===== config.mk =====
export PLATFORM = sky130hd
export DESIGN_NAME = lpt_timing_top
export DESIGN_NICKNAME = d
export VERILOG_FILES = /design/src/hw/lpt_pkg.sv /design/src/hw/lpt_timing_top.sv /design/src/hw/lpt_clk_div.sv /design/src/hw/lpt_fifo.sv
export SDC_FILE = /design/constraint.sdc
export NUM_CORES = 1
export LEC_CHECK = 0
export BUFFER_PORTS_ARGS = -buffer_cell sky130_fd_sc_hd__buf_2
export CAP_MARGIN = 20
export CORE_ASPECT_RATIO = 0.5
export CORE_MARGIN = 2
export CORE_UTILIZATION = 47
export DETAILED_ROUTE_END_ITERATION = 7
export GPL_ROUTABILITY_DRIVEN = 0
export PLACE_DENSITY = 0.69
export SLEW_MARGIN = 20
export SYNTH_ARGS = -nofsm -noshare
export SYNTH_HDL_FRONTEND = slang
export SYNTH_SLANG_ARGS = --single-unit

===== constraint.sdc =====
create_clock -name ref_clk -period 9.1 [get_ports ref_clk]
set_input_delay 1.82 -clock ref_clk [delete_from_list [all_inputs] [get_ports ref_clk]]
set_output_delay 1.82 -clock ref_clk [all_outputs]
set_load 0.05 [all_outputs]

===== src/hw/lpt_pkg.sv =====
// Shared constants for the LCD panel timing output block.
// Assumes a single 100 MHz reference clock; no software-visible registers.
package lpt_pkg;

	// Reference clock
	localparam int REF_CLK_MHZ = 100;
	localparam int REF_CLK_PERIOD_NS = 10;

	// Pixel clock: half period in reference cycles (40 ns -> 80 ns period)
	localparam int PCLK_HALF_NS = 40;
	localparam int PCLK_HALF_CYC_DEF =
		(PCLK_HALF_NS * REF_CLK_MHZ + 999) / 1000;

	// Pixel data and stream buffer
	localparam int PIX_W_DEF = 16;
	localparam int FIFO_DEPTH_DEF = 32;

	// Horizontal timing in pixel clocks: active, front porch, sync, back porch
	localparam int H_ACTIVE_DEF = 320;
	localparam int H_FP_DEF = 8;
	localparam int H_SYNC_DEF = 4;
	localparam int H_BP_DEF = 8;

	// Vertical timing in lines: sync, back porch, active, front porch
	localparam int V_SYNC_DEF = 1;
	localparam int V_BP_DEF = 2;
	localparam int V_ACTIVE_DEF = 240;
	localparam int V_FP_DEF = 2;

	// Frames between bias reversals in passive mode
	localparam int BIAS_FRAMES_DEF = 1;

	// Timing counter width
	localparam int CNT_W_DEF = 12;

	// Reset values of panel outputs
	localparam logic SYNC_RST = 1'b0;
	localparam logic BIAS_RST = 1'b0;
	localparam logic PCLK_RST = 1'b0;

	// Scan machine states
	typedef enum logic {LPT_OFF, LPT_RUN} lpt_state_e;

endpackage : lpt_pkg


===== src/hw/lpt_timing_top.sv =====
// LCD panel timing output: frame and line syncs, bias or data enable,
// pixel clock and 16-bit pixel data, for passive or active-matrix panels.
// Assumes pixels arrive as a valid/ready stream on ref_clk and that the
// mode select and enable are driven by logic on ref_clk.
//
// Summary of operation
// - frame sync marks the start of every new frame sent to the panel.
// - in active-matrix mode the frame sync is the vertical sync.
// - line sync marks the end of each line of pixels sent.
// - in active-matrix mode the line sync is the horizontal sync.
// - passive mode toggles bias to reverse panel supply polarity.
// - active-matrix mode uses bias as data enable for latching pixels.
// - a pixel clock is output; pixel data is synchronous to it.
// - passive mode: pixel clock toggles only while pixel data is valid.
// - active-matrix: pixel clock runs continuously; enable marks valid data.
`timescale 1ns/1ps
module lpt_timing_top #(
	parameter int PIX_W = lpt_pkg::PIX_W_DEF,
	parameter int FIFO_DEPTH = lpt_pkg::FIFO_DEPTH_DEF,
	parameter int PCLK_HALF_CYC = lpt_pkg::PCLK_HALF_CYC_DEF,
	parameter int CNT_W = lpt_pkg::CNT_W_DEF,
	parameter int H_ACTIVE = lpt_pkg::H_ACTIVE_DEF,
	parameter int H_FP = lpt_pkg::H_FP_DEF,
	parameter int H_SYNC = lpt_pkg::H_SYNC_DEF,
	parameter int H_BP = lpt_pkg::H_BP_DEF,
	parameter int V_SYNC = lpt_pkg::V_SYNC_DEF,
	parameter int V_BP = lpt_pkg::V_BP_DEF,
	parameter int V_ACTIVE = lpt_pkg::V_ACTIVE_DEF,
	parameter int V_FP = lpt_pkg::V_FP_DEF,
	parameter int BIAS_FRAMES = lpt_pkg::BIAS_FRAMES_DEF
) (
	// Clock and reset
	input wire logic ref_clk,
	input wire logic rst_n,
	// Configuration
	input wire logic enable_in,
	input wire logic active_matrix_mode,
	// Pixel stream in
	input wire logic [PIX_W-1:0] pix_in_data,
	input wire logic pix_in_valid,
	output logic pix_in_ready,
	// Panel pins
	output logic frame_sync_out,
	output logic line_sync_out,
	output logic bias_or_data_enable_out,
	output logic pixel_clock_out,
	output logic [PIX_W-1:0] pixel_data_bus,
	// Status
	output logic mode_active_out,
	output logic frame_start_out,
	output logic underrun_out
);
	import lpt_pkg::*;

	////////////////////////////////////////////////////////////////////////
	// Timing constants at counter width

	localparam logic [CNT_W-1:0] H_ACT_E = CNT_W'(H_ACTIVE);
	localparam logic [CNT_W-1:0] H_SYNC_S = CNT_W'(H_ACTIVE + H_FP);
	localparam logic [CNT_W-1:0] H_SYNC_E = CNT_W'(H_ACTIVE + H_FP + H_SYNC);
	localparam logic [CNT_W-1:0] H_LAST =
		CNT_W'(H_ACTIVE + H_FP + H_SYNC + H_BP - 1);
	localparam logic [CNT_W-1:0] V_SYNC_E = CNT_W'(V_SYNC);
	localparam logic [CNT_W-1:0] V_ACT_S = CNT_W'(V_SYNC + V_BP);
	localparam logic [CNT_W-1:0] V_ACT_E = CNT_W'(V_SYNC + V_BP + V_ACTIVE);
	localparam logic [CNT_W-1:0] V_LAST =
		CNT_W'(V_SYNC + V_BP + V_ACTIVE + V_FP - 1);
	localparam logic [7:0] BIAS_LAST = 8'(BIAS_FRAMES - 1);

	////////////////////////////////////////////////////////////////////////
	// Pixel stream buffer and pixel-clock divider

	logic fifo_valid;
	logic fifo_pop;
	logic [PIX_W-1:0] fifo_data;
	logic half_tick;
	lpt_state_e state_reg;
	lpt_state_e state_next;

	lpt_fifo #(
		.W(PIX_W),
		.DEPTH(FIFO_DEPTH)
	) u_fifo (
		.ref_clk(ref_clk),
		.rst_n(rst_n),
		.in_valid(pix_in_valid),
		.in_ready(pix_in_ready),
		.in_data(pix_in_data),
		.out_valid(fifo_valid),
		.out_ready(fifo_pop),
		.out_data(fifo_data)
	);

	lpt_clk_div #(
		.DIV(PCLK_HALF_CYC),
		.CW(8)
	) u_div (
		.ref_clk(ref_clk),
		.rst_n(rst_n),
		.run(state_reg == LPT_RUN),
		.tick(half_tick)
	);

	////////////////////////////////////////////////////////////////////////
	// Scan state

	logic [CNT_W-1:0] h_reg;
	logic [CNT_W-1:0] h_next;
	logic [CNT_W-1:0] v_reg;
	logic [CNT_W-1:0] v_next;
	logic phase_reg;
	logic phase_next;
	logic am_reg;
	logic am_next;
	logic [7:0] bias_cnt_reg;
	logic [7:0] bias_cnt_next;
	logic bias_tgl_reg;
	logic bias_tgl_next;
	logic valid_reg;
	logic valid_next;

	// Panel and status output registers
	logic vs_reg;
	logic vs_next;
	logic hs_reg;
	logic hs_next;
	logic ac_reg;
	logic ac_next;
	logic pclk_reg;
	logic pclk_next;
	logic [PIX_W-1:0] data_reg;
	logic [PIX_W-1:0] data_next;
	logic fstart_reg;
	logic fstart_next;
	logic urun_reg;
	logic urun_next;

	logic pix_tick;
	logic h_wrap;
	logic v_wrap;
	logic in_active;

	// Data moves on the falling pixel-clock phase, panel samples on rising
	assign pix_tick = half_tick && phase_reg;

	always_comb
	begin
		state_next = state_reg;
		h_next = h_reg;
		v_next = v_reg;
		phase_next = phase_reg;
		am_next = am_reg;
		bias_cnt_next = bias_cnt_reg;
		bias_tgl_next = bias_tgl_reg;
		valid_next = valid_reg;
		vs_next = vs_reg;
		hs_next = hs_reg;
		ac_next = ac_reg;
		pclk_next = pclk_reg;
		data_next = data_reg;
		fstart_next = 1'b0;
		urun_next = 1'b0;
		fifo_pop = 1'b0;
		h_wrap = (h_reg == H_LAST);
		v_wrap = h_wrap && (v_reg == V_LAST);
		in_active = 1'b0;

		case (state_reg)
			LPT_OFF:
			begin
				// Park just before a frame so the first tick starts one
				h_next = H_LAST;
				v_next = V_LAST;
				phase_next = 1'b0;
				valid_next = 1'b0;
				vs_next = SYNC_RST;
				hs_next = SYNC_RST;
				ac_next = BIAS_RST;
				pclk_next = PCLK_RST;
				data_next = '0;
				am_next = active_matrix_mode;
				if (enable_in)
				begin
					state_next = LPT_RUN;
				end
			end
			LPT_RUN:
			begin
				if (half_tick)
				begin
					phase_next = !phase_reg;
				end
				if (pix_tick)
				begin
					h_next = h_wrap ? '0 : h_reg + 1'b1;
					if (h_wrap)
					begin
						v_next = v_wrap ? '0 : v_reg + 1'b1;
					end
					if (v_wrap)
					begin
						// Mode changes only between frames
						am_next = active_matrix_mode;
						fstart_next = 1'b1;
						if (bias_cnt_reg == BIAS_LAST)
						begin
							bias_cnt_next = '0;
							bias_tgl_next = !bias_tgl_reg;
						end
						else
						begin
							bias_cnt_next = bias_cnt_reg + 1'b1;
						end
					end
					in_active = (h_next < H_ACT_E) &&
						(v_next >= V_ACT_S) && (v_next < V_ACT_E);
					valid_next = in_active;
					// Sync ahead of the frame's active lines
					vs_next = (v_next < V_SYNC_E);
					// Pulse after each line's active pixels
					hs_next = (h_next >= H_SYNC_S) &&
						(h_next < H_SYNC_E);
					if (in_active)
					begin
						fifo_pop = fifo_valid;
						data_next = fifo_valid ? fifo_data : '0;
						urun_next = !fifo_valid;
					end
					else
					begin
						data_next = '0;
					end
					// Both modes drawn from the same latched selection
					ac_next = am_next ? in_active : bias_tgl_next;
				end
				if (half_tick)
				begin
					// Passive gates the clock to valid data, active runs free
					pclk_next = phase_next &&
						(am_reg || valid_reg);
				end
				if (!enable_in && pix_tick && v_wrap)
				begin
					// Stop only at a frame boundary so the panel sees whole frames
					state_next = LPT_OFF;
				end
			end
			default:
			begin
				state_next = LPT_OFF;
			end
		endcase
	end

	always_ff @(posedge ref_clk or negedge rst_n)
	begin
		if (!rst_n)
		begin
			state_reg <= LPT_OFF;
			h_reg <= '0;
			v_reg <= '0;
			phase_reg <= 1'b0;
			am_reg <= 1'b0;
			bias_cnt_reg <= '0;
			bias_tgl_reg <= BIAS_RST;
			valid_reg <= 1'b0;
			vs_reg <= SYNC_RST;
			hs_reg <= SYNC_RST;
			ac_reg <= BIAS_RST;
			pclk_reg <= PCLK_RST;
			data_reg <= '0;
			fstart_reg <= 1'b0;
			urun_reg <= 1'b0;
		end
		else
		begin
			state_reg <= state_next;
			h_reg <= h_next;
			v_reg <= v_next;
			phase_reg <= phase_next;
			am_reg <= am_next;
			bias_cnt_reg <= bias_cnt_next;
			bias_tgl_reg <= bias_tgl_next;
			valid_reg <= valid_next;
			vs_reg <= vs_next;
			hs_reg <= hs_next;
			ac_reg <= ac_next;
			pclk_reg <= pclk_next;
			data_reg <= data_next;
			fstart_reg <= fstart_next;
			urun_reg <= urun_next;
		end
	end

	////////////////////////////////////////////////////////////////////////
	// Outputs

	assign frame_sync_out = vs_reg;
	assign line_sync_out = hs_reg;
	assign bias_or_data_enable_out = ac_reg;
	assign pixel_clock_out = pclk_reg;
	assign pixel_data_bus = data_reg;
	assign mode_active_out = am_reg;
	assign frame_start_out = fstart_reg;
	assign underrun_out = urun_reg;

endmodule : lpt_timing_top


===== src/hw/lpt_clk_div.sv =====
// Divider that makes the pixel-clock half-period enable pulse.
// Assumes run is a level on ref_clk; tick is one ref_clk cycle wide.
`timescale 1ns/1ps
module lpt_clk_div #(
	parameter int DIV = lpt_pkg::PCLK_HALF_CYC_DEF,
	parameter int CW = 8
) (
	// Clock and reset
	input wire logic ref_clk,
	input wire logic rst_n,
	// Control
	input wire logic run,
	// Enable pulse
	output logic tick
);
	import lpt_pkg::*;

	localparam logic [CW-1:0] LAST = CW'(DIV - 1);

	logic [CW-1:0] cnt_reg;
	logic [CW-1:0] cnt_next;
	logic tick_reg;
	logic tick_next;

	always_comb
	begin
		cnt_next = cnt_reg;
		tick_next = 1'b0;
		if (!run)
		begin
			cnt_next = '0;
		end
		else if (cnt_reg == LAST)
		begin
			cnt_next = '0;
			tick_next = 1'b1;
		end
		else
		begin
			cnt_next = cnt_reg + 1'b1;
		end
	end

	always_ff @(posedge ref_clk or negedge rst_n)
	begin
		if (!rst_n)
		begin
			cnt_reg <= '0;
			tick_reg <= 1'b0;
		end
		else
		begin
			cnt_reg <= cnt_next;
			tick_reg <= tick_next;
		end
	end

	assign tick = tick_reg;

endmodule : lpt_clk_div


===== src/hw/lpt_fifo.sv =====
// Synchronous FIFO for the pixel stream, valid/ready on both sides.
// Assumes one clock; full and empty are exact, depth is a power of two.
`timescale 1ns/1ps
module lpt_fifo #(
	parameter int W = lpt_pkg::PIX_W_DEF,
	parameter int DEPTH = lpt_pkg::FIFO_DEPTH_DEF
) (
	// Clock and reset
	input wire logic ref_clk,
	input wire logic rst_n,
	// Filling side
	input wire logic in_valid,
	output logic in_ready,
	input wire logic [W-1:0] in_data,
	// Draining side
	output logic out_valid,
	input wire logic out_ready,
	output logic [W-1:0] out_data
);
	import lpt_pkg::*;

	localparam int AW = $clog2(DEPTH);

	logic [W-1:0] mem [DEPTH];
	logic [AW:0] wr_reg;
	logic [AW:0] wr_next;
	logic [AW:0] rd_reg;
	logic [AW:0] rd_next;
	logic full;
	logic empty;
	logic push;
	logic pop;

	assign full = (wr_reg[AW] != rd_reg[AW]) &&
		(wr_reg[AW-1:0] == rd_reg[AW-1:0]);
	assign empty = (wr_reg == rd_reg);
	assign in_ready = !full;
	assign out_valid = !empty;
	assign push = in_valid && !full;
	assign pop = out_ready && !empty;
	// Read port comes straight off the storage flops
	assign out_data = mem[rd_reg[AW-1:0]];

	always_comb
	begin
		wr_next = push ? wr_reg + 1'b1 : wr_reg;
		rd_next = pop ? rd_reg + 1'b1 : rd_reg;
	end

	always_ff @(posedge ref_clk or negedge rst_n)
	begin
		if (!rst_n)
		begin
			wr_reg <= '0;
			rd_reg <= '0;
		end
		else
		begin
			wr_reg <= wr_next;
			rd_reg <= rd_next;
		end
	end

	// Storage has no reset; nothing is read before it is written
	always_ff @(posedge ref_clk)
	begin
		if (push)
		begin
			mem[wr_reg[AW-1:0]] <= in_data;
		end
	end

endmodule : lpt_fifo


==> results_tabular.tex, run 1 <==
\begin{tabular}{lr}
\hline
Metric & Value \\
\hline
\multicolumn{2}{l}{\textbf{Outcome}} \\
\quad Result of the run & complete, but fails checks \\
\quad Violations in the final reports & DRC \\
\multicolumn{2}{l}{\textbf{Critical path}} \\
\quad Cells on worst reg2reg path & 7 \\
\quad CP max-delay cell & buf\_4 \\
\quad Required time at the endpoint of the critical path & 7.28 ns \\
\quad Crit Path Category & register to output pin \\
\quad Critical path's largest stage delay & 0.56 ns \\
\quad Startpoint kind of the worst setup timing path & register \\
\quad Startpoint of the worst setup timing path & u\_fifo.rd\_reg[2]\$\_DFFE\_PN0P\_ \\
\quad Worst reg2reg endpoint & u\_fifo.rd\_reg[1]\$\_DFFE\_PN0P\_ \\
\quad Worst path arrival time & 2.21 ns \\
\quad Maximum fanout encountered on the critical timing path & 37 \\
\quad Critical path cell sequence & buf\_4 > xor2\_1 > nor3\_1 > nand3\_1 > buf\_2 \\
\quad Reg-to-reg slack, setup & 5.08 ns \\
\quad Critical path endpoint & pix\_in\_ready \\
\quad Critical Path End Type & output pin \\
\quad Startpoint of the most critical register-to-register path & h\_reg[0]\$\_DFFE\_PN0P\_ \\
\multicolumn{2}{l}{\textbf{STA}} \\
\quad Normalized max-slew margin & 23.62\% \\
\quad Unrepaired setup endpoints after global routing & false \\
\quad Number of hold-slack violations in the final timing report & 0 \\
\quad Highest Clock Rate & 248.3 MHz \\
\quad Slew @ Worst Pin & 1.135 ns \\
\quad Sum Neg Setup Slack & 0 ns \\
\quad Min Tclk post-route & 4.027 ns \\
\quad Share of the clock period used by the worst path & 44.26\% \\
\quad Endpoints failing setup & 0 \\
\quad Max-slew violations & 0 \\
\quad Post-route clock skew & 0.01891 ns \\
\multicolumn{2}{l}{\textbf{Clock tree}} \\
\quad Clock sink total & 592 \\
\quad Clock latency on the worst-skew pair & 0.60 ns \\
\quad Post-CTS setup-driven buffer insertion count & 0 \\
\quad Cts bufs inserted & 52 \\
\quad Clock root buffer & clkbuf\_16 \\
\quad Number of hold buffers added after cts & 0 \\
\quad TritonCTS clock tree & done \\
\quad Clock-pin slew reported for the worst setup and hold paths after clock tree synthesis & 0.07 ns \\
\quad Number of H-tree branching levels & 2 \\
\quad Post-CTS resize count & 0 \\
\quad Bufs on Longest Clock Path & 3 \\
\multicolumn{2}{l}{\textbf{Detailed routing}} \\
\quad Total via count in the routed design & 11890 \\
\quad DRT iter0 DRCs & 1333 \\
\quad DRT Wirelength & 52300 µm \\
\quad Number of detailed-routing iterations run before antenna repair & 8 \\
\quad Post-DRT Antenna Nets & 0 \\
\quad Routed wire per std cell & 25.96 µm \\
\quad DRC violations left & 3 \\
\quad Ratio of routed vias to standard cells & 5.898 \\
\multicolumn{2}{l}{\textbf{Placement}} \\
\quad Number of placed instances, taps included & 1922 \\
\quad Half-perimeter wire length of the detailed placement result & 32010 µm \\
\quad Placed Instance Area & 0.02492 mm² \\
\quad Buffers on Ports & 44 \\
\multicolumn{2}{l}{\textbf{Logic synthesis}} \\
\quad Post-synthesis sequential area ratio & 72.73\% \\
\quad Post-Syn Area per Cell & 19.33 µm² \\
\quad Prevailing post-synth register cell & edfxtp\_1 \\
\quad FFs w/ async S/R, synth & 13.51\% \\
\quad Post-synthesis net count & 1269 \\
\quad Number of synthesized register bits & 592 \\
\quad Mapped cell area & 0.02389 mm² \\
\quad Post-synthesis cell count & 1236 \\
\quad Yosys warning count & 0 \\
\quad Number of flops mapped to enable cells by yosys & 512 \\
\quad Number of unique standard cell types used by synthesis & 62 \\
\multicolumn{2}{l}{\textbf{Die}} \\
\quad Die Footprint & 0.05276 mm² \\
\quad Number of placement rows & 58 \\
\quad Core Box Area & 0.05022 mm² \\
\quad Starting Density & 47.57\% \\
\quad Die Y & 163.4 µm \\
\quad Top-level port count & 45 \\
\quad Die Wd & 322.8 µm \\
\multicolumn{2}{l}{\textbf{Finish}} \\
\quad Most frequent cells in the layout & edfxtp\_1 (512), mux4\_2 (160), dfrtp\_1 (76) \\
\quad Number of filler instances in the final layout & 3872 \\
\quad Fraction of final layout cells sized beyond drive strength 1 & 27.17\% \\
\quad Antenna cell count & 0 \\
\quad Non-Filler Cell Area, Final & 0.02669 mm² \\
\quad Number of cells in the finished layout apart from fillers & 2015 \\
\quad End-of-flow core utilization & 53.15\% \\
\quad Final-stage net count & 1319 \\
\quad Most common cell after layout, fill and taps aside & edfxtp\_1 \\
\quad Max reg flops & 512 \\
\quad Area added between synthesis and finish & 11.72\% \\
\multicolumn{2}{l}{\textbf{Pwr}} \\
\quad Pwr Total & 7.619 mW \\
\quad PwrDens & 285.5 mW/mm² \\
\quad Standby leakage power & 8.638 nW \\
\quad Peak supply drop & 0.0002744 V \\
\multicolumn{2}{l}{\textbf{Global route}} \\
\quad Grt met3 use & 4.389\% \\
\quad Maximum number of pins on one net before global-route repair & 108 \\
\quad Global routing's busiest layer & met2 \\
\quad Wire length of the first global-routing pass & 77440 µm \\
\quad Combined global-route utilization of all metal layers & 20.30\% \\
\quad Initial antenna violation count & 1 \\
\quad Via count of the first global-routing pass & 11780 \\
\quad Total congestion overflow after global routing & 0 \\
\quad Met1 Use GR & 27.77\% \\
\quad Routing usage on met2 & 32.55\% \\
\multicolumn{2}{l}{\textbf{Flow run}} \\
\quad Number of max-cap violations & 0 \\
\multicolumn{2}{l}{\textbf{Hold path}} \\
\quad Class of the tightest hold or removal check & register to register \\
\hline
\end{tabular}
worst min-delay path by stage:
stage | start | endpoint | slack, ns | cells past startpoint
floorplan | bias_cnt_reg[7]$_DFFE_PN0P_ | bias_cnt_reg[7]$_DFFE_PN0P_ | 0.45 | 1
global placement | pixel_data_bus[7]$_DFFE_PN0P_ | pixel_data_bus[7]$_DFFE_PN0P_ | 0.46 | 2
detailed placement | pixel_data_bus[1]$_DFFE_PN0P_ | pixel_data_bus[1]$_DFFE_PN0P_ | 0.47 | 2
CTS | pixel_data_bus[1]$_DFFE_PN0P_ | pixel_data_bus[1]$_DFFE_PN0P_ | 0.48 | 2
global route | bias_cnt_reg[7]$_DFFE_PN0P_ | bias_cnt_reg[7]$_DFFE_PN0P_ | 0.50 | 1
finish | u_div.cnt_reg[0]$_DFF_PN0_ | u_div.cnt_reg[0]$_DFF_PN0_ | 0.48 | 1
report_power, final:
group | switching [mW] | internal (mW) | total [mW] | leakage [nW]
Combinational | 1.11 | 0.830 | 1.95 | 2.14
Sequential | 0.192 | 3.19 | 3.39 | 5.64
Clock | 0.983 | 1.30 | 2.29 | 0.859
Total | 2.29 | 5.33 | 7.62 | 8.64
cell type report:
cell class	instances	area, µm²	area share, %
clock buffer	60	1361	5.101
timing repair buffer	63	377.9	1.416
tap	690	863.3	3.235
inverter	14	52.55	0.1969
sequential	592	17390	65.14
clock inverter	33	405.4	1.519
multi-input combinational	563	6242	23.39
cell families (layout without fill, tap and decap cells):
logic type / Yosys count / count (layout) / share of synthesized area [%]
multiplexers: 183 / 183 / 16.10
XOR/XNOR: 39 / 39 / 1.461
buffers and inverters: 81 / 170 / 1.388
adder cells (fa/ha/maj): 12 / 12 / 0.6285
AND/OR/NAND/NOR: 253 / 253 / 5.531
AO/OA/AOI/OAI: 76 / 76 / 2.158
flip-flops: 592 / 592 / 72.73
cell usage after synthesis (14+ instances only):
cell      instances  share of area, %
buf_1            18              0.28
nand2_1          67               1.1
dfrtp_1          80               8.4
xnor2_1          19              0.70
edfxtp_1        512                64
mux4_2          160                15
nor2_1           58              0.91
xor2_1           19              0.70
o21ai_0          24              0.50
inv_1            14              0.22
and2_1           17              0.45
mux2i_1          19              0.80
nand4_1          18              0.47
nand3_1          22              0.46
clkbuf_1         42              0.66
routing by layer:
metal,wire length (µm),vias to the layer above
li1,-,5090
met1,21000,6199
met2,25330,512
met3,4238,84
met4,1736,0
met5,0,-
critical path, delay by kind of cell (launching register included):
family        cells  cell delay [ns]
buf+inv           2             0.79
flops             1             0.34
simple gates      2             0.33
xor+xnor          1             0.14
stage by stage:
step | hold WS (ns) | setup WS (ns)
after CTS | 0.4791 | 5.028
after detailed placement | 0.4657 | 4.899
after floorplan | 0.4464 | 5.540
after global routing | 0.4991 | 4.845
after global placement | 0.4559 | 4.923
final | 0.4823 | 5.073
Note: power is estimated with default switching activity, not from simulation.
==> run 2: changes to the inputs <==
--- a/config.mk
+++ b/config.mk
@@ -12,7 +12,7 @@
 export CORE_UTILIZATION = 47
 export DETAILED_ROUTE_END_ITERATION = 7
 export GPL_ROUTABILITY_DRIVEN = 0
-export PLACE_DENSITY = 0.69
+export PLACE_DENSITY = 0.71
 export SLEW_MARGIN = 20
 export SYNTH_ARGS = -nofsm -noshare
 export SYNTH_HDL_FRONTEND = slang
==> constraint.sdc (replaced) <==
create_clock -name ref_clk -period 3.7 [get_ports ref_clk]
set_input_delay 0.74 -clock ref_clk [delete_from_list [all_inputs] [get_ports ref_clk]]
set_output_delay 0.74 -clock ref_clk [all_outputs]
set_load 0.05 [all_outputs]
==> results_tabular.tex, run 2 (synthesized netlist as in run 1, its figures left out) <==
\begin{tabular}{lr}
\hline
Metric & Value \\
\hline
\multicolumn{2}{l}{\textbf{Flow run}} \\
\quad Number of max-cap violations & 0 (unchanged) \\
\multicolumn{2}{l}{\textbf{Die}} \\
\quad Top-level port count & 45 (unchanged) \\
\quad Die Y & 163.4 µm (unchanged) \\
\quad Die Footprint & 0.05276 mm² (unchanged) \\
\quad Core Box Area & 0.05022 mm² (unchanged) \\
\quad Starting Density & 47.57\% (unchanged) \\
\quad Number of placement rows & 58 (unchanged) \\
\quad Die Wd & 322.8 µm (unchanged) \\
\multicolumn{2}{l}{\textbf{Clock tree}} \\
\quad Clock-pin slew reported for the worst setup and hold paths after clock tree synthesis & 0.07 ns (about the same) \\
\quad Clock latency on the worst-skew pair & 0.59 ns (was 0.60 ns) \\
\quad Number of H-tree branching levels & 2 (unchanged) \\
\quad Bufs on Longest Clock Path & 3 (unchanged) \\
\quad Post-CTS setup-driven buffer insertion count & 0 (unchanged) \\
\quad Number of hold buffers added after cts & 0 (unchanged) \\
\quad Cts bufs inserted & 51 (was 52) \\
\quad TritonCTS clock tree & done (unchanged) \\
\quad Clock sink total & 592 (unchanged) \\
\quad Post-CTS resize count & 0 (unchanged) \\
\quad Clock root buffer & clkbuf\_16 (unchanged) \\
\multicolumn{2}{l}{\textbf{Finish}} \\
\quad Antenna cell count & 0 (unchanged) \\
\quad Number of cells in the finished layout apart from fillers & 2056 (was 2015) \\
\quad Max reg flops & 512 (unchanged) \\
\quad End-of-flow core utilization & 53.46\% (was 53.15\%) \\
\quad Fraction of final layout cells sized beyond drive strength 1 & 27.01\% (was 27.17\%) \\
\quad Final-stage net count & 1358 (was 1319) \\
\quad Area added between synthesis and finish & 12.37\% (was 11.72\%) \\
\quad Most common cell after layout, fill and taps aside & edfxtp\_1 (unchanged) \\
\quad Most frequent cells in the layout & edfxtp\_1 (512), mux4\_2 (160), dfrtp\_1 (76) (unchanged) \\
\quad Number of filler instances in the final layout & 3823 (was 3872) \\
\multicolumn{2}{l}{\textbf{STA}} \\
\quad Post-route clock skew & 0.01886 ns (was 0.01891 ns) \\
\quad Fin worst setup slack & 0.2387 ns (was 5.073 ns) \\
\quad Max-slew violations & 0 (unchanged) \\
\quad Normalized max-slew margin & 37.94\% (was 23.62\%) \\
\quad Unrepaired setup endpoints after global routing & false (unchanged) \\
\quad Sum Neg Setup Slack & 0 ns (unchanged) \\
\quad Min Tclk post-route & 3.461 ns \\
\quad Endpoints failing setup & 0 (unchanged) \\
\quad Slew @ Worst Pin & 0.9224 ns (was 1.135 ns) \\
\quad Share of the clock period used by the worst path & 93.55\% \\
\quad Number of hold-slack violations in the final timing report & 0 (unchanged) \\
\quad Highest Clock Rate & 288.9 MHz \\
\multicolumn{2}{l}{\textbf{Global route}} \\
\quad Wire length of the first global-routing pass & 78530 µm (was 77440 µm) \\
\quad Combined global-route utilization of all metal layers & 20.22\% (was 20.30\%) \\
\quad Via count of the first global-routing pass & 12370 (was 11780) \\
\quad Maximum number of pins on one net before global-route repair & 81 (was 108) \\
\quad Total congestion overflow after global routing & 0 (unchanged) \\
\quad Initial antenna violation count & 0 (was 1) \\
\multicolumn{2}{l}{\textbf{Critical path}} \\
\quad Worst path arrival time & 3.96 ns (was 2.21 ns) \\
\quad Maximum fanout encountered on the critical timing path & 16 (was 37) \\
\quad Critical Path End Type & register (was output pin) \\
\quad Crit Path Category & register to register (was register to output pin) \\
\quad Startpoint kind of the worst setup timing path & register (unchanged) \\
\quad Required time at the endpoint of the critical path & 4.20 ns (was 7.28 ns) \\
\multicolumn{2}{l}{\textbf{Placement}} \\
\quad Buffers on Ports & 44 (unchanged) \\
\quad Half-perimeter wire length of the detailed placement result & 30820 µm (was 32010 µm) \\
\quad Setup WS pre-CTS & 0.4136 ns (was 4.899 ns) \\
\quad Number of placed instances, taps included & 1962 (was 1922) \\
\multicolumn{2}{l}{\textbf{Detailed routing}} \\
\quad DRT iter0 DRCs & 1279 (was 1333) \\
\quad Total via count in the routed design & 12190 (was 11890) \\
\quad Number of detailed-routing iterations run before antenna repair & 8 (unchanged) \\
\quad Routed wire per std cell & 25.41 µm (was 25.96 µm) \\
\quad Ratio of routed vias to standard cells & 5.928 (was 5.898) \\
\quad DRT Wirelength & 52250 µm (was 52300 µm) \\
\quad Post-DRT Antenna Nets & 0 (unchanged) \\
\quad DRC violations left & 1 (was 3) \\
\multicolumn{2}{l}{\textbf{Pwr}} \\
\quad Pwr Total & 18.16 mW (was 7.619 mW) \\
\quad Peak supply drop & 0.0004019 V (was 0.0002744 V) \\
\quad Standby leakage power & 8.796 nW (was 8.638 nW) \\
\quad PwrDens & 676.3 mW/mm² (was 285.5 mW/mm²) \\
\multicolumn{2}{l}{\textbf{Hold path}} \\
\quad Class of the tightest hold or removal check & primary input to asynchronous set/reset pin (was register to register) \\
\multicolumn{2}{l}{\textbf{Outcome}} \\
\quad Violations in the final reports & DRC (unchanged) \\
\quad Result of the run & complete, but fails checks (unchanged) \\
\hline
\end{tabular}
run 2: cell count changes in the layout (fill, tap and decap cells not counted), sizes merged:
| cell | before | now |
|---|---|---|
| clkbuf | 60 | 73 |
| clkinvlp | 3 | 0 |
| bufinv | 8 | 3 |
| buf | 63 | 103 |
| inv | 16 | 15 |
| clkinv | 20 | 17 |
run 2: critical path: stages (launching register included):
cell and delay, ns:
dfrtp_1 0.54, inv_1 0.13, ha_1 0.36, a2111oi_0 0.74
nor3_1 0.16, a21oi_1 0.19, nor4_1 0.13, or4_1 0.66
buf_4 0.27, o21ai_0 0.19
run 2: path summary, 6_finish.rpt:
check,startpoint,endpoint,slack (ns),cells past startpoint
setup / recovery,v_reg[0]$_DFFE_PN0P_,pixel_data_bus[1]$_DFFE_PN0P_,0.24,9
min in group ref_clk,enable_in,state_reg$_DFF_PN0_,0.35,2
hold reg to reg,pixel_data_bus[14]$_DFFE_PN0P_,pixel_data_bus[14]$_DFFE_PN0P_,0.48,2
max in group asynchronous,rst_n,u_fifo.rd_reg[0]$_DFFE_PN0P_,2.95,1
setup reg to reg,v_reg[0]$_DFFE_PN0P_,pixel_data_bus[1]$_DFFE_PN0P_,0.24,9
hold / removal,rst_n,h_reg[4]$_DFFE_PN0P_,0.20,1
run 2: layout make-up:
cell class | instances | area, µm² | share of cell area, %
Sequential cell | 592 | 17390 | 64.77
Multi-Input combinational cell | 563 | 6195 | 23.08
Clock buffer | 73 | 1390 | 5.178
Tap cell | 690 | 863.3 | 3.216
Timing Repair Buffer | 103 | 744.5 | 2.773
Clock inverter | 21 | 214.0 | 0.7970
Inverter | 14 | 52.55 | 0.1957
run 2: report_power, final:
group	internal [mW]	switching [mW]	leakage (nW)	total, mW
clock network	2.84	2.35	0.779	5.19
logic	2.12	2.57	2.38	4.69
registers	7.85	0.420	5.64	8.27
run 2: per-stage QoR:
stage                     hold WS [ns]  cell area [µm²]
after global placement          0.4592            25240
after detailed placement        0.4653            25240
final                           0.1988            26850
after floorplan                 0.4444            23890
after global routing            0.2484            26850
after CTS                       0.3310            26840
run 2: metal layers:
metal / share of wire [%] / wire length (µm) / track usage (%)
met4: 2.0 / 1069 / 5.053
met5: 0 / 0 / 0
met1: 42 / 21810 / 28.62
met3: 7.8 / 4098 / 4.042
met2: 48 / 25280 / 32.60
==> run 3: changes to the inputs <==
--- a/config.mk
+++ b/config.mk
@@ -7,7 +7,7 @@
 export LEC_CHECK = 0
 export BUFFER_PORTS_ARGS = -buffer_cell sky130_fd_sc_hd__buf_2
 export CAP_MARGIN = 20
-export CORE_ASPECT_RATIO = 0.5
+export CORE_ASPECT_RATIO = 0.6
 export CORE_MARGIN = 2
 export CORE_UTILIZATION = 47
 export DETAILED_ROUTE_END_ITERATION = 7
==> results_tabular.tex, run 3 (synthesized netlist as in run 1, its figures left out) <==
\begin{tabular}{lr}
\hline
Metric & Value \\
\hline
\multicolumn{2}{l}{\textbf{Outcome}} \\
\quad Result of the run & finished clean (was complete, but fails checks) \\
\multicolumn{2}{l}{\textbf{Critical path}} \\
\quad Crit Path Category & register to register (unchanged) \\
\quad Required time at the endpoint of the critical path & 4.16 ns (was 4.20 ns) \\
\quad Startpoint kind of the worst setup timing path & register (unchanged) \\
\quad Maximum fanout encountered on the critical timing path & 12 (was 16) \\
\quad Critical Path End Type & register (unchanged) \\
\quad Worst path arrival time & 3.85 ns (was 3.96 ns) \\
\multicolumn{2}{l}{\textbf{Finish}} \\
\quad Final-stage net count & 1348 (was 1358) \\
\quad Max reg flops & 512 (unchanged) \\
\quad Area added between synthesis and finish & 12.78\% (was 12.37\%) \\
\quad Most frequent cells in the layout & edfxtp\_1 (512), mux4\_2 (160), dfrtp\_1 (76) (unchanged) \\
\quad Antenna cell count & 0 (unchanged) \\
\quad Fraction of final layout cells sized beyond drive strength 1 & 29.30\% (was 27.01\%) \\
\quad Most common cell after layout, fill and taps aside & edfxtp\_1 (unchanged) \\
\quad Number of cells in the finished layout apart from fillers & 2037 (was 2056) \\
\quad Number of filler instances in the final layout & 3814 (was 3823) \\
\multicolumn{2}{l}{\textbf{Detailed routing}} \\
\quad Routed wire per std cell & 25.82 µm (was 25.41 µm) \\
\quad DRC violations left & 0 (was 1) \\
\quad DRT iter0 DRCs & 1516 (was 1279) \\
\quad DRT Wirelength & 52590 µm (was 52250 µm) \\
\quad Post-DRT Antenna Nets & 0 (unchanged) \\
\quad Number of detailed-routing iterations run before antenna repair & 5 (was 8) \\
\quad Ratio of routed vias to standard cells & 5.933 (was 5.928) \\
\quad Total via count in the routed design & 12090 (was 12190) \\
\multicolumn{2}{l}{\textbf{Global route}} \\
\quad Maximum number of pins on one net before global-route repair & 96 (was 81) \\
\quad Via count of the first global-routing pass & 11850 (was 12370) \\
\quad Combined global-route utilization of all metal layers & 20.56\% (was 20.22\%) \\
\quad Initial antenna violation count & 4 (was 0) \\
\quad Wire length of the first global-routing pass & 78650 µm (was 78530 µm) \\
\quad Total congestion overflow after global routing & 0 (unchanged) \\
\multicolumn{2}{l}{\textbf{Pwr}} \\
\quad Design internal power & 12.96 mW (was 12.81 mW) \\
\quad Standby leakage power & 8.771 nW (was 8.796 nW) \\
\quad Sequential share of power & 44.8\% (was 45.6\%) \\
\quad Switching share of power & 29.49\% (was 29.42\%) \\
\quad Relative contribution of the clock network to total power & 29.2\% (was 28.6\%) \\
\quad Power spent charging and discharging nets & 5.422 mW (was 5.341 mW) \\
\quad Peak supply drop & 0.0005197 V (was 0.0004019 V) \\
\quad Logic gate share of total power & 26.0\% (was 25.9\%) \\
\quad PwrDens & 682.3 mW/mm² (was 676.3 mW/mm²) \\
\multicolumn{2}{l}{\textbf{Clock tree}} \\
\quad Post-CTS resize count & 0 (unchanged) \\
\quad Bufs on Longest Clock Path & 3 (unchanged) \\
\quad Cts bufs inserted & 49 (was 51) \\
\quad TritonCTS clock tree & done (unchanged) \\
\quad Post-CTS setup-driven buffer insertion count & 0 (unchanged) \\
\quad Clock-pin slew reported for the worst setup and hold paths after clock tree synthesis & 0.07 ns (about the same) \\
\quad Number of H-tree branching levels & 2 (unchanged) \\
\quad Clock root buffer & clkbuf\_16 (unchanged) \\
\quad Clock sink total & 592 (unchanged) \\
\quad Clock latency on the worst-skew pair & 0.58 ns (was 0.59 ns) \\
\quad Number of hold buffers added after cts & 0 (unchanged) \\
\multicolumn{2}{l}{\textbf{Flow run}} \\
\quad Number of max-cap violations & 0 (unchanged) \\
\multicolumn{2}{l}{\textbf{STA}} \\
\quad Normalized max-slew margin & 38.84\% (was 37.94\%) \\
\quad Post-route clock skew & 0.02341 ns (was 0.01886 ns) \\
\quad Endpoints failing setup & 0 (unchanged) \\
\quad Highest Clock Rate & 294.3 MHz (was 288.9 MHz) \\
\quad Sum Neg Setup Slack & 0 ns (unchanged) \\
\quad Unrepaired setup endpoints after global routing & false (unchanged) \\
\quad Slew @ Worst Pin & 0.9090 ns (was 0.9224 ns) \\
\quad Share of the clock period used by the worst path & 91.84\% (was 93.55\%) \\
\quad Min Tclk post-route & 3.398 ns (was 3.461 ns) \\
\quad Max-slew violations & 0 (unchanged) \\
\quad Number of hold-slack violations in the final timing report & 0 (unchanged) \\
\multicolumn{2}{l}{\textbf{Die}} \\
\quad Top-level port count & 45 (unchanged) \\
\quad Starting Density & 47.96\% (was 47.57\%) \\
\quad Die Wd & 295.1 µm (was 322.8 µm) \\
\quad Die Footprint & 0.05271 mm² (was 0.05276 mm²) \\
\quad Core Box Area & 0.04982 mm² (was 0.05022 mm²) \\
\quad Die Y & 178.6 µm (was 163.4 µm) \\
\quad Number of placement rows & 63 (was 58) \\
\multicolumn{2}{l}{\textbf{Placement}} \\
\quad Buffers on Ports & 44 (unchanged) \\
\quad Half-perimeter wire length of the detailed placement result & 31600 µm (was 30820 µm) \\
\quad Number of placed instances, taps included & 1946 (was 1962) \\
\multicolumn{2}{l}{\textbf{Hold path}} \\
\quad Class of the tightest hold or removal check & primary input to asynchronous set/reset pin (unchanged) \\
\hline
\end{tabular}
-- run 3: cell type report --
| type | instances | area, µm² | share of cell area (%) |
|---|---|---|---|
| multi-input cells | 563 | 6262 | 23.24 |
| flip-flops and latches | 592 | 17390 | 64.53 |
| well taps | 682 | 853.3 | 3.167 |
| repair buffers | 95 | 734.5 | 2.726 |
| clock buffers | 56 | 1274 | 4.727 |
| inverters | 14 | 52.55 | 0.1950 |
| clock inverters | 35 | 380.4 | 1.412 |
-- run 3: stage by stage --
stage / hold WS (ns) / utilization (%) / setup WS (ns) / power [mW] / area (µm²)
finish: 0.1972 / 54.08 / 0.3020 / 18.38 / 26940
global route: 0.2548 / 54.08 / 0.1113 / 19.16 / 26940
CTS: 0.3254 / 54.08 / 0.3446 / 18.53 / 26940
detailed placement: 0.4700 / 50.76 / 0.3735 / 13.19 / 25290
global placement: 0.4619 / 50.76 / 0.4570 / 13.10 / 25290
floorplan: 0.4444 / - / 0.4782 / 11.64 / 23890
-- run 3: path summary, 6_finish.rpt --
| path | start | end | slack, ns | cells past startpoint |
|---|---|---|---|---|
| min in group ref_clk | enable_in | state_reg$_DFF_PN0_ | 0.34 | 2 |
| setup reg to reg | v_reg[0]$_DFFE_PN0P_ | u_fifo.rd_reg[0]$_DFFE_PN0P_ | 0.30 | 9 |
| hold / removal | rst_n | h_reg[4]$_DFFE_PN0P_ | 0.20 | 1 |
| max in group asynchronous | rst_n | u_fifo.rd_reg[1]$_DFFE_PN0P_ | 2.91 | 1 |
| setup / recovery | v_reg[0]$_DFFE_PN0P_ | u_fifo.rd_reg[0]$_DFFE_PN0P_ | 0.30 | 9 |
| hold reg to reg | pixel_data_bus[3]$_DFFE_PN0P_ | pixel_data_bus[3]$_DFFE_PN0P_ | 0.48 | 2 |
-- run 3: power by group through the flow --
stage	clock, mW	sequential [mW]	combinational [mW]
CTS	5.46	8.22	4.85
detailed placement	0	8.36	4.83
finish	5.37	8.23	4.79
floorplan	0	8.45	3.18
global route	5.74	8.29	5.13
global placement	0	8.32	4.78
-- run 3: routing by layer --
metal	global-route usage, %	share of wire [%]
met4	3.194	1.1
met1	32.96	46
met2	28.37	42
met5	0	0.11
met3	5.781	10
-- run 3: worst max-delay path, cell delays in order (launching register included) --
cell	delay (ns)
dfrtp_1	0.54
ha_1	0.33
and3_1	0.26
nand4_4	0.20
mux2_4	0.36
o211ai_1	0.26
o211ai_2	0.16
or4_1	0.74
buf_4	0.28
xnor2_2	0.14
